===== config.mk =====
export PLATFORM = sky130hd
export DESIGN_NAME = asq_core
export DESIGN_NICKNAME = d
export VERILOG_FILES = /design/src/rtl/asq_pkg.sv /design/src/rtl/asq_core.sv /design/src/rtl/asq_i2c_slave.sv
export VERILOG_INCLUDE_DIRS = /design/src /design/src/rtl
export SDC_FILE = /design/constraint.sdc
export NUM_CORES = 1
export LEC_CHECK = 0
export BUFFER_PORTS_ARGS = -buffer_cell sky130_fd_sc_hd__clkbuf_2
export CAP_MARGIN = 10
export CORE_ASPECT_RATIO = 2
export CORE_MARGIN = 2
export CORE_UTILIZATION = 55
export DETAILED_ROUTE_END_ITERATION = 8
export GPL_TIMING_DRIVEN = 0
export MAX_ROUTING_LAYER = met4
export PLACE_DENSITY = 0.71
export SYNTH_ARGS = -nofsm -noshare
export SYNTH_HDL_FRONTEND = slang
export SYNTH_SLANG_ARGS = --single-unit

===== constraint.sdc =====
create_clock -name ref_clk -period 6.1 [get_ports ref_clk]
set_input_delay 0.305 -clock ref_clk [delete_from_list [all_inputs] [get_ports ref_clk]]
set_output_delay 0.305 -clock ref_clk [all_outputs]
set_load 0.02 [all_outputs]

===== src/rtl/asq_defs.svh =====
`ifndef ASQ_DEFS_SVH
`define ASQ_DEFS_SVH

// Timing base and fixed phases
`define ASQ_CLK_NS 10
`define ASQ_BASE_NS 2000
`define ASQ_TICK_CYC (`ASQ_BASE_NS / `ASQ_CLK_NS)
`define ASQ_ACQ_MIN_US 6
`define ASQ_ACQ_MIN_TK 16'((`ASQ_ACQ_MIN_US * 1000) / `ASQ_BASE_NS)
`define ASQ_CONV_US 4
`define ASQ_CONV_TK 16'((`ASQ_CONV_US * 1000) / `ASQ_BASE_NS)
`define ASQ_PULSE_NS 250
`define ASQ_PULSE_CYC (`ASQ_PULSE_NS / `ASQ_CLK_NS)
`define ASQ_SLP_UNIT_TK 500

// Serial address, upper six bits
`define ASQ_I2C_BASE 6'h24

// Register offsets
`define ASQ_REG_MODE 8'h00
`define ASQ_REG_ALM 8'h01
`define ASQ_REG_DATA0 8'h02
`define ASQ_REG_LIMIT0 8'h0a
`define ASQ_REG_INTCFG 8'h12
`define ASQ_REG_SLP 8'h13
`define ASQ_REG_ACQ 8'h14
`define ASQ_REG_PU 8'h15
`define ASQ_REG_PWR 8'h16

// Field positions
`define ASQ_MODE_F 7:4
`define ASQ_CH_F 1:0
`define ASQ_ALM_ST_F 7:4
`define ASQ_ALM_EN_F 3:0
`define ASQ_THR_F 7:5
`define ASQ_SRC_F 3:2
`define ASQ_PULSE_B 1
`define ASQ_SLP_F 2:0
`define ASQ_SLP_X8_B 5
`define ASQ_SLP_D4_B 6
`define ASQ_TIME_F 4:0
`define ASQ_AMP_EN_B 7
`define ASQ_AMP_POL_B 6
`define ASQ_MUXGND_B 5
`define ASQ_HI_F 11:4
`define ASQ_LO_F 3:0

// Interrupt sources
`define ASQ_SRC_ALARM 2'h0
`define ASQ_SRC_BUSY 2'h1
`define ASQ_SRC_READY 2'h2

// Codes and counts
`define ASQ_CODE_MAX 12'hfff
`define ASQ_CODE_MIN 12'h000
`define ASQ_NCH 3'h4
`define ASQ_TRIP_MAX 3'h7

`endif


===== src/rtl/asq_pkg.sv =====
package asq_pkg;

  typedef enum logic [3:0] {
    MD_IDLE, MD_AWAKE, MD_MSINGLE, MD_MSCAN, MD_ASINGLE,
    MD_ASCAN, MD_ASINGLE_SLP, MD_ASCAN_SLP, MD_BURST
  } asq_mode_e;

  typedef enum logic [2:0] {
    SQ_OFF, SQ_AWAKE, SQ_PWRUP, SQ_ACQ, SQ_CONV, SQ_SLEEP
  } asq_seq_e;

  typedef enum logic [2:0] {
    IC_IDLE, IC_ADDR, IC_WR, IC_ACK, IC_RD, IC_ACKR
  } asq_i2c_e;

  typedef struct packed {
    logic wr;
    logic rd;
    logic [7:0] addr;
    logic [7:0] wdata;
  } asq_bus_s;

  typedef struct packed {
    logic [2:0] scl;
    logic [2:0] sda;
    logic [2:0] sel;
    logic sclF;
    logic sdaF;
    logic selF;
    asq_i2c_e st;
    logic [3:0] cnt;
    logic [7:0] sh;
    logic [7:0] ptr;
    logic gotPtr;
    logic rnw;
    logic sdaOe;
    asq_bus_s bus;
  } asq_i2c_s;

endpackage


===== src/rtl/asq_core.sv =====
// What this block does
// - The first conversion command after idle inserts a power-up wait; a zero setting skips it.
// - Power-up wait is the 5-bit field times two microseconds.
// - Acquisition is the 5-bit field times 2 us plus 6 us.
// - Conversion always lasts four microseconds.
// - Sleep modes wait a programmed time; x8 and /4 bits scale it.
// - Interrupt pin source: busy, data ready or alarm.
// - Reading the interrupt configuration register clears alarm interrupt.
// - Reading a low result byte clears the data-ready interrupt.
// - Interrupt pin is a level or a 250 ns pulse.
// - Results are 12-bit straight binary, clamped at 0h and FFFh.
// - Per-channel 8-bit window trips at or beyond either limit.
// - Per-channel trip counter raises an alarm at the threshold.
// - Alarm channel is readable; interrupt register read clears it all.
// - A mode write takes effect as soon as it completes.
// - Idle shuts everything down; awake keeps the analog section running but not the amplifier.
// - Amplifier power output follows the conversion cycle as configured.
// - Multiplexer output can be tied to analog ground.
// - Each result lands in its own channel register, no latency.
// - Address pin picks one of two bus addresses; standard and fast.
// - Manual-single converts once; power-up only on first command.
// - Scan modes advance the channel, wrapping three to zero.
`timescale 1ns/1ps
`include "asq_defs.svh"

module asq_core #(
  parameter int TICK_CYC = `ASQ_TICK_CYC,
  parameter int SLP_UNIT_TK = `ASQ_SLP_UNIT_TK,
  parameter int PULSE_CYC = `ASQ_PULSE_CYC
) (
  input wire logic ref_clk,
  input wire logic rstn,
  input wire logic sclIn,
  input wire logic sdaIn,
  output logic sdaOut,
  output logic sdaOe,
  input wire logic addrSelectPin,
  input wire logic signed [13:0] sarCode,
  output logic [1:0] muxSel,
  output logic muxGroundOut,
  output logic acqOut,
  output logic convOut,
  output logic analogOnOut,
  output logic intOut,
  output logic ampPowerCtrlOut
);
  typedef struct packed {
    asq_pkg::asq_mode_e mode;
    logic [1:0] chSel;
    logic [3:0] cmpEn;
    logic [3:0] alarm;
    logic [3:0][11:0] data;
    logic [3:0][7:0] upper;
    logic [3:0][7:0] lower;
    logic [3:0][2:0] trips;
    logic [7:0] intCfg;
    logic [7:0] sleepCfg;
    logic [7:0] pwrCfg;
    logic [4:0] acqCfg;
    logic [4:0] puCfg;
    asq_pkg::asq_seq_e seq;
    logic [7:0] pre;
    logic [15:0] timer;
    logic [1:0] ch;
    logic [2:0] left;
    logic poweredUp;
    logic dataRdy;
    logic condD;
    logic [4:0] pulseCnt;
    logic intOut;
    logic ampOut;
    logic muxGnd;
    logic acqOut;
    logic convOut;
    logic analogOn;
    logic [1:0] muxSel;
  } asq_core_s;

  localparam logic [7:0] TICK_LAST = 8'(TICK_CYC - 1);
  localparam logic [4:0] PULSE_LD = 5'(PULSE_CYC);
  localparam logic [15:0] SLP_UNIT = 16'(SLP_UNIT_TK);

  if (TICK_CYC < 2 || TICK_CYC > 256 || PULSE_CYC < 1 ||
      PULSE_CYC > 31 || SLP_UNIT_TK < 1 || SLP_UNIT_TK > 500) begin : g_chk
    $error("asq_core: parameter out of range");
  end

  asq_core_s q;
  asq_core_s n;
  asq_pkg::asq_bus_s bus;
  logic [7:0] ptr;
  logic [7:0] rdData;
  logic tick;
  logic timed;
  logic phaseLoad;
  logic convDone;
  logic almHit;
  logic modeWr;
  logic goAcq;
  logic goSleep;
  logic cond;
  logic busy;
  logic ampOn;
  logic [11:0] res;
  logic [15:0] sleepTk;
  logic [15:0] acqTk;
  logic [3:0] tripCnt;

  // Serial register access
  asq_i2c_slave u_i2c (
    .ref_clk(ref_clk),
    .rstn(rstn),
    .sclIn(sclIn),
    .sdaIn(sdaIn),
    .addrSelectPin(addrSelectPin),
    .rdData(rdData),
    .sdaOe(sdaOe),
    .ptr(ptr),
    .bus(bus)
  );

  // Out-of-range converter codes clip to the rails
  function automatic logic [11:0] clamp12(input logic signed [13:0] v);
    if (v < 0) return `ASQ_CODE_MIN;
    if (v > $signed({2'b00, `ASQ_CODE_MAX})) return `ASQ_CODE_MAX;
    return v[11:0];
  endfunction

  assign modeWr = bus.wr && bus.addr == `ASQ_REG_MODE;

  // Register file, sequencer, comparators and interrupt pin
  always_comb begin
    n = q;
    rdData = 8'h00;
    phaseLoad = 1'b0;
    convDone = 1'b0;
    almHit = 1'b0;
    goAcq = 1'b0;
    goSleep = 1'b0;
    tripCnt = 4'h0;
    res = clamp12(sarCode);
    tick = q.pre == TICK_LAST;
    n.pre = tick ? 8'h00 : q.pre + 8'h01;
    acqTk = 16'(q.acqCfg) + `ASQ_ACQ_MIN_TK;
    sleepTk = (16'(q.sleepCfg[`ASQ_SLP_F]) + 16'h0001) * SLP_UNIT;
    if (q.sleepCfg[`ASQ_SLP_X8_B]) sleepTk = sleepTk << 3;
    if (q.sleepCfg[`ASQ_SLP_D4_B]) sleepTk = sleepTk >> 2;
    if (sleepTk == 16'h0000) sleepTk = 16'h0001;

    // Read data mux
    case (ptr)
      `ASQ_REG_MODE: begin
        rdData[`ASQ_MODE_F] = q.mode;
        rdData[`ASQ_CH_F] = q.chSel;
      end
      `ASQ_REG_ALM: begin
        rdData[`ASQ_ALM_ST_F] = q.alarm;
        rdData[`ASQ_ALM_EN_F] = q.cmpEn;
      end
      `ASQ_REG_INTCFG: rdData = q.intCfg;
      `ASQ_REG_SLP: rdData = q.sleepCfg;
      `ASQ_REG_ACQ: rdData[`ASQ_TIME_F] = q.acqCfg;
      `ASQ_REG_PU: rdData[`ASQ_TIME_F] = q.puCfg;
      `ASQ_REG_PWR: rdData = q.pwrCfg;
      default: rdData = 8'h00;
    endcase
    for (int i = 0; i < 4; i++) begin
      if (ptr == `ASQ_REG_DATA0 + 8'(2 * i))
        rdData = q.data[i][`ASQ_HI_F];
      if (ptr == `ASQ_REG_DATA0 + 8'(2 * i + 1))
        rdData = {q.data[i][`ASQ_LO_F], 4'h0};
      if (ptr == `ASQ_REG_LIMIT0 + 8'(2 * i))
        rdData = q.upper[i];
      if (ptr == `ASQ_REG_LIMIT0 + 8'(2 * i + 1))
        rdData = q.lower[i];
    end

    // Read side effects, applied before any new event sets
    if (bus.rd && bus.addr == `ASQ_REG_INTCFG) begin
      n.alarm = 4'h0;
      n.trips = '0;
    end
    for (int i = 0; i < 4; i++) begin
      if (bus.rd && bus.addr == `ASQ_REG_DATA0 + 8'(2 * i + 1))
        n.dataRdy = 1'b0;
    end

    // Configuration writes
    if (bus.wr) begin
      case (bus.addr)
        `ASQ_REG_ALM: n.cmpEn = bus.wdata[`ASQ_ALM_EN_F];
        `ASQ_REG_INTCFG: n.intCfg = bus.wdata;
        `ASQ_REG_SLP: n.sleepCfg = bus.wdata;
        `ASQ_REG_ACQ: n.acqCfg = bus.wdata[`ASQ_TIME_F];
        `ASQ_REG_PU: n.puCfg = bus.wdata[`ASQ_TIME_F];
        `ASQ_REG_PWR: n.pwrCfg = bus.wdata;
        default: n.pwrCfg = q.pwrCfg;
      endcase
      for (int i = 0; i < 4; i++) begin
        if (bus.addr == `ASQ_REG_LIMIT0 + 8'(2 * i))
          n.upper[i] = bus.wdata;
        if (bus.addr == `ASQ_REG_LIMIT0 + 8'(2 * i + 1))
          n.lower[i] = bus.wdata;
      end
    end

    // Phase timer in two-microsecond ticks
    timed = q.seq inside {asq_pkg::SQ_PWRUP, asq_pkg::SQ_ACQ,
                          asq_pkg::SQ_CONV, asq_pkg::SQ_SLEEP};
    if (timed && tick && q.timer != 16'h0001)
      n.timer = q.timer - 16'h0001;
    if (timed && tick && q.timer == 16'h0001) begin
      unique case (q.seq)
        asq_pkg::SQ_PWRUP: goAcq = 1'b1;
        asq_pkg::SQ_ACQ: begin
          n.seq = asq_pkg::SQ_CONV;
          n.timer = `ASQ_CONV_TK;
          phaseLoad = 1'b1;
        end
        asq_pkg::SQ_SLEEP: begin
          n.left = `ASQ_NCH;
          goAcq = 1'b1;
        end
        asq_pkg::SQ_CONV: begin
          convDone = 1'b1;
          n.data[q.ch] = res;
          n.dataRdy = 1'b1;
          // Window compare on the upper eight result bits
          if (q.cmpEn[q.ch] && (res[`ASQ_HI_F] <= q.lower[q.ch] ||
              res[`ASQ_HI_F] >= q.upper[q.ch])) begin
            tripCnt = {1'b0, n.trips[q.ch]} + 4'h1;
            n.trips[q.ch] = (n.trips[q.ch] == `ASQ_TRIP_MAX) ?
                            `ASQ_TRIP_MAX : tripCnt[2:0];
            if (tripCnt >= {1'b0, q.intCfg[`ASQ_THR_F]}) begin
              n.alarm[q.ch] = 1'b1;
              almHit = 1'b1;
            end
          end
          n.left = q.left - 3'h1;
          if (q.mode inside {asq_pkg::MD_MSCAN, asq_pkg::MD_ASCAN,
              asq_pkg::MD_ASCAN_SLP, asq_pkg::MD_BURST})
            n.ch = q.ch + 2'h1;
          unique case (q.mode)
            asq_pkg::MD_MSCAN: begin
              if (q.left == 3'h1) n.seq = asq_pkg::SQ_AWAKE;
              else goAcq = 1'b1;
            end
            asq_pkg::MD_ASINGLE, asq_pkg::MD_ASCAN: goAcq = 1'b1;
            asq_pkg::MD_ASINGLE_SLP, asq_pkg::MD_ASCAN_SLP:
              goSleep = 1'b1;
            asq_pkg::MD_BURST: begin
              if (q.left == 3'h1) goSleep = 1'b1;
              else goAcq = 1'b1;
            end
            default: n.seq = asq_pkg::SQ_AWAKE;
          endcase
        end
        default: n.seq = asq_pkg::SQ_OFF;
      endcase
    end

    // Mode write restarts the sequencer at once
    if (modeWr) begin
      goAcq = 1'b0;
      goSleep = 1'b0;
      n.mode = asq_pkg::asq_mode_e'(bus.wdata[`ASQ_MODE_F]);
      n.chSel = bus.wdata[`ASQ_CH_F];
      n.ch = bus.wdata[`ASQ_CH_F];
      n.left = `ASQ_NCH;
      if (n.mode == asq_pkg::MD_IDLE) begin
        n.seq = asq_pkg::SQ_OFF;
        n.poweredUp = 1'b0;
      end else if (n.mode == asq_pkg::MD_AWAKE ||
                   n.mode > asq_pkg::MD_BURST) begin
        // Power-up stays pending so the first conversion pays for it
        n.seq = asq_pkg::SQ_AWAKE;
      end else begin
        n.poweredUp = 1'b1;
        if (!q.poweredUp && q.puCfg != 5'h00) begin
          n.seq = asq_pkg::SQ_PWRUP;
          n.timer = 16'(q.puCfg);
          phaseLoad = 1'b1;
        end else begin
          goAcq = 1'b1;
        end
      end
    end
    if (goAcq) begin
      n.seq = asq_pkg::SQ_ACQ;
      n.timer = acqTk;
      phaseLoad = 1'b1;
    end
    if (goSleep) begin
      n.seq = asq_pkg::SQ_SLEEP;
      n.timer = sleepTk;
      phaseLoad = 1'b1;
    end
    if (phaseLoad) n.pre = 8'h00;

    // Interrupt source and pin shape
    busy = n.seq inside {asq_pkg::SQ_ACQ, asq_pkg::SQ_CONV};
    case (q.intCfg[`ASQ_SRC_F])
      `ASQ_SRC_ALARM: cond = |n.alarm;
      `ASQ_SRC_BUSY: cond = busy;
      `ASQ_SRC_READY: cond = n.dataRdy;
      default: cond = (|n.alarm) | n.dataRdy;
    endcase
    n.condD = cond;
    if (q.intCfg[`ASQ_PULSE_B]) begin
      if (cond && !q.condD && q.pulseCnt == 5'h00)
        n.pulseCnt = PULSE_LD;
      else if (q.pulseCnt != 5'h00)
        n.pulseCnt = q.pulseCnt - 5'h01;
      n.intOut = n.pulseCnt != 5'h00;
    end else begin
      n.pulseCnt = 5'h00;
      n.intOut = cond;
    end

    // Analog side controls
    ampOn = n.seq inside {asq_pkg::SQ_PWRUP, asq_pkg::SQ_ACQ,
                          asq_pkg::SQ_CONV};
    n.ampOut = n.pwrCfg[`ASQ_AMP_EN_B] &
               (ampOn == n.pwrCfg[`ASQ_AMP_POL_B]);
    n.muxGnd = n.pwrCfg[`ASQ_MUXGND_B];
    n.acqOut = n.seq == asq_pkg::SQ_ACQ;
    n.convOut = n.seq == asq_pkg::SQ_CONV;
    n.analogOn = n.seq != asq_pkg::SQ_OFF;
    n.muxSel = n.ch;
  end

  // Single state register
  always_ff @(posedge ref_clk or negedge rstn) begin
    if (!rstn) q <= '0;
    else q <= n;
  end

  assign sdaOut = 1'b0;
  assign muxSel = q.muxSel;
  assign muxGroundOut = q.muxGnd;
  assign acqOut = q.acqOut;
  assign convOut = q.convOut;
  assign analogOnOut = q.analogOn;
  assign intOut = q.intOut;
  assign ampPowerCtrlOut = q.ampOut;

  // Cycles since the last phase load, for checks only
  logic [15:0] phaseLen;
  always_ff @(posedge ref_clk or negedge rstn) begin
    if (!rstn) phaseLen <= 16'h0000;
    else if (phaseLoad) phaseLen <= 16'h0000;
    else phaseLen <= phaseLen + 16'h0001;
  end
endmodule


===== src/rtl/asq_i2c_slave.sv =====
`timescale 1ns/1ps
`include "asq_defs.svh"

module asq_i2c_slave (
  input wire logic ref_clk,
  input wire logic rstn,
  input wire logic sclIn,
  input wire logic sdaIn,
  input wire logic addrSelectPin,
  input wire logic [7:0] rdData,
  output logic sdaOe,
  output logic [7:0] ptr,
  output asq_pkg::asq_bus_s bus
);
  asq_pkg::asq_i2c_s q;
  asq_pkg::asq_i2c_s n;
  logic sclRise;
  logic sclFall;
  logic start;
  logic stop;

  // Byte engine on filtered bus levels
  always_comb begin
    n = q;
    n.bus.wr = 1'b0;
    n.bus.rd = 1'b0;
    n.scl = {q.scl[1:0], sclIn};
    n.sda = {q.sda[1:0], sdaIn};
    n.sel = {q.sel[1:0], addrSelectPin};
    if (q.scl[1] == q.scl[2]) n.sclF = q.scl[2];
    if (q.sda[1] == q.sda[2]) n.sdaF = q.sda[2];
    if (q.sel[1] == q.sel[2]) n.selF = q.sel[2];
    sclRise = n.sclF & ~q.sclF;
    sclFall = ~n.sclF & q.sclF;
    start = q.sclF & n.sclF & q.sdaF & ~n.sdaF;
    stop = q.sclF & n.sclF & ~q.sdaF & n.sdaF;
    if (start) begin
      n.st = asq_pkg::IC_ADDR;
      n.cnt = 4'h0;
      n.gotPtr = 1'b0;
      n.sdaOe = 1'b0;
    end else if (stop) begin
      n.st = asq_pkg::IC_IDLE;
      n.sdaOe = 1'b0;
    end else begin
      unique case (q.st)
        asq_pkg::IC_IDLE: begin
        end
        asq_pkg::IC_ADDR, asq_pkg::IC_WR: begin
          if (sclRise) begin
            n.sh = {q.sh[6:0], n.sdaF};
            n.cnt = q.cnt + 4'h1;
          end else if (sclFall && q.cnt == 4'h8) begin
            n.st = asq_pkg::IC_ACK;
            n.sdaOe = 1'b1;
            if (q.st == asq_pkg::IC_ADDR) begin
              n.rnw = q.sh[0];
              // Address pin picks one of two addresses
              if (q.sh[7:1] != {`ASQ_I2C_BASE, q.selF}) begin
                n.st = asq_pkg::IC_IDLE;
                n.sdaOe = 1'b0;
              end
            end else if (!q.gotPtr) begin
              n.ptr = q.sh;
              n.gotPtr = 1'b1;
            end else begin
              n.bus.wr = 1'b1;
              n.bus.addr = q.ptr;
              n.bus.wdata = q.sh;
              n.ptr = q.ptr + 8'h01;
            end
          end
        end
        asq_pkg::IC_ACK: begin
          if (sclFall) begin
            n.cnt = 4'h0;
            if (q.rnw) begin
              n.sh = rdData;
              n.sdaOe = ~rdData[7];
              n.bus.rd = 1'b1;
              n.bus.addr = q.ptr;
              n.ptr = q.ptr + 8'h01;
              n.st = asq_pkg::IC_RD;
            end else begin
              n.sdaOe = 1'b0;
              n.st = asq_pkg::IC_WR;
            end
          end
        end
        asq_pkg::IC_RD: begin
          if (sclFall) begin
            if (q.cnt == 4'h7) begin
              n.sdaOe = 1'b0;
              n.st = asq_pkg::IC_ACKR;
            end else begin
              n.cnt = q.cnt + 4'h1;
              n.sh = {q.sh[6:0], 1'b0};
              n.sdaOe = ~q.sh[6];
            end
          end
        end
        asq_pkg::IC_ACKR: begin
          if (sclRise) begin
            n.st = n.sdaF ? asq_pkg::IC_IDLE : asq_pkg::IC_ACK;
          end
        end
        default: n.st = asq_pkg::IC_IDLE;
      endcase
    end
  end

  // State register, bus idles high
  always_ff @(posedge ref_clk or negedge rstn) begin
    if (!rstn) begin
      q <= '0;
      q.scl <= 3'h7;
      q.sda <= 3'h7;
      q.sclF <= 1'b1;
      q.sdaF <= 1'b1;
    end else begin
      q <= n;
    end
  end

  assign sdaOe = q.sdaOe;
  assign ptr = q.ptr;
  assign bus = q.bus;
endmodule


==> results_dict.tcl <==
set metrics [dict create \
    firstDrtPassIters 5 \
    place_ws_ns 0.352 \
    worstSetupEndpointType "register" \
    worst_pin_slew_ns 1.24 \
    start_util_pct 55.9 \
    ctsResizeCount 0 \
    ys_warn_count 0 \
    drt-wirelength-per-cell_um 27.2 \
    grt_pass1_wl_mm 83.2 \
    clockBufferDepth 3 \
    track_usage_pct 39.1 \
    cp_max_fo 10 \
    core_um2 28300 \
    ios 29 \
    syn_to_final_growth_pct 9.60 \
    drt_iter0_markers 1053 \
    overflow 0 \
    cts_tree "yes" \
    ys_seq_area_share_pct 43.2 \
    synthCells 1621 \
    grt_pass1_vias 13800 \
    mostFrequentLayoutCells "dfrtp_1, nand2_1, o21ai_0" \
    vias_per_cell 6.58 \
    final-setup-viol-count 0 \
    crit_type "reg -> reg" \
    grt_max_degree 110 \
    antenna_found_initial 1 \
    numCtsBuffers 26 \
    slew-limit-headroom_pct 17.0 \
    hold_ws_ns 0.152 \
    synth.avg_cell_area_um2 9.76 \
    synth_flop_cell "dfrtp_1" \
    gp_congestion 1.08 \
    rsz0062_at_grt "no" \
    crit_family "buffers and inverters" \
    max_clock_freq_ghz 0.173 \
    drc 0 \
    final_antenna_net_count 0 \
    outcome "finished clean" \
    period_share_pct 94.5 \
    cp_slowest_cell "buf_1" \
    syn_nets 1703 \
    yosysUniqueCellTypes 91 \
    slew_violations 0 \
    final_util_pct 61.3 \
    postCtsHoldBufs 4 \
    clock_sinks 273 \
    die_h_um 244 \
    ctsHtreeMaxLevel 1 \
    power.leakage_nw 7.85 \
    dieArea_um2 30200 \
    hp-class "in -> reg" \
    power_density_nw_per_um2 222 \
    rows 87 \
    final_common_cell "dfrtp_1" \
    critical_path.cell_chain "buf_1, clkbuf_1, mux4_2, inv_1, ha_1, nor2b_1, o21bai_1, a31oi_1, a211oi_1, o21ai_0, nand4b_1, a22oi_1, a211oi_4, o311ai_2" \
    start_kind "register" \
    cts_root_buffer "clkbuf_16" \
    hold_violations 0 \
    timing.final.ws_setup_ns 0.334 \
    place_hpwl_mm 42.5 \
    vias 13600 \
    skew_ns 0.0284 \
    die_w_um 124 \
    ir_drop_v 0.000235 \
    port_buffers 27 \
    tns_ns 0 \
    cap_violations 0 \
    post-cts-setup-buffers 0 \
    synth_edf_count 0 \
    clk_pin_slew_worst_paths_ns 0.07 \
    async_reset_ff_share_pct 100 \
    critical_path_buf_inv_count 3 \
    clock_latency_ns 0.57 \
    post-route-min-period_ns 5.77 \
    layout.nets 1766 \
    drive_above_1_share_pct 14.7 \
    drt-total-wl_mm 56.0 \
    crit_required_ns 6.57 \
    synth_area_um2 15800 \
    cpPeakStageDelay_ns 0.92 \
    ys_ff_latch 273 \
    arrival_ns 6.24 \
]
cells in the mapped netlist (all sizes together), types with 17 or more instances:
cell type  number  area, um^2
a21oi          70         350
a22oi          20         150
a31oi          17         106
clkbuf         83         312
dfrtp         265        6630
ha             56         701
inv            73         274
mux2          120        1350
mux4           20         450
nand2         179         672
nand3          55         275
nor2          100         375
nor3           27         146
o21ai         150         754
o22ai          19         119
xnor2          17         149
xor2           22         193
where the power goes:
group          total, W  leakage [nW]  internal, W  switching (W)
logic          0.000347          3.99     0.000129       0.000219
clock network   0.00157         0.387     0.000837       0.000729
registers       0.00193          3.47      0.00186      0.0000669
total           0.00384          7.85      0.00283        0.00101
metrics by stage:
| stage | power, W | instance area, um^2 | cells |
|---|---|---|---|
| floorplan | 0.00216 | 15800 | 1621 |
| global placement | 0.00229 | 16400 | 2004 |
| detailed placement | 0.00231 | 16500 | 2008 |
| CTS | 0.00386 | 17300 | 2058 |
| global route | 0.00397 | 17300 | 2059 |
| finish | 0.00384 | 17300 | 2059 |
worst min-delay path: stages:
cell	delay, ns
clkbuf_2	0.08
o21bai_1	0.12
o21ai_0	0.16
kinds of logic after synthesis:
logic type | Yosys count | share of synthesized area (%)
AO/OA/AOI/OAI | 425 | 17.6
XOR/XNOR | 39 | 2.16
adder cells (fa/ha/maj) | 65 | 5.44
buffers and inverters | 168 | 4.07
flip-flops | 273 | 43.2
multiplexers | 154 | 12.3
other | 1 | 0.0237
AND/OR/NAND/NOR | 496 | 15.2
state kept, by name, indices dropped and copies added, names as in the netlist:
register         count
acqOut               1
analogOnOut          1
u_i2c.n              6
u_i2c.q             23
u_i2c.ptr            8
intOut               1
u_i2c.sdaOe          1
convOut              1
ampPowerCtrlOut      1
q                  210
u_i2c.bus           18
muxSel               2
path summary, 6_finish.rpt:
check / startpoint / endpoint / slack, ns / cells past startpoint
worst max-delay path: muxSel[0] / q[8] / 0.33 / 14
worst min-delay path: sarCode[2] / q[172] / 0.15 / 3
worst max register to register: muxSel[0] / q[8] / 0.33 / 14
worst min register to register: u_i2c.n[51] / u_i2c.n[52] / 0.36 / 0
max in group asynchronous: rstn / u_i2c.q[43] / 4.39 / 4
min in group asynchronous: rstn / q[86] / 0.30 / 2
per-layer routing:
layer	vias up	part of all wire, %	track usage, %
met2	545	52	66.3
li1	6029	-	-
met1	6726	32	37.0
met4	0	12	35.5
met5	-	0	-
met3	251	4.3	5.24
cell type report:
| type | count | area [um^2] |
|---|---|---|
| Antenna cell | 1 | 2.50 |
| Buffer | 93 | 363 |
| Clock buffer | 36 | 728 |
| Clock inverter | 10 | 72.6 |
| Fill cell | 2478 | 11000 |
| Inverter | 75 | 282 |
| Multi-Input combinational cell | 1180 | 8350 |
| Sequential cell | 273 | 6840 |
| Tap cell | 356 | 445 |
| Timing Repair Buffer | 35 | 258 |
No activity file was read; power rests on OpenSTA's default activity.
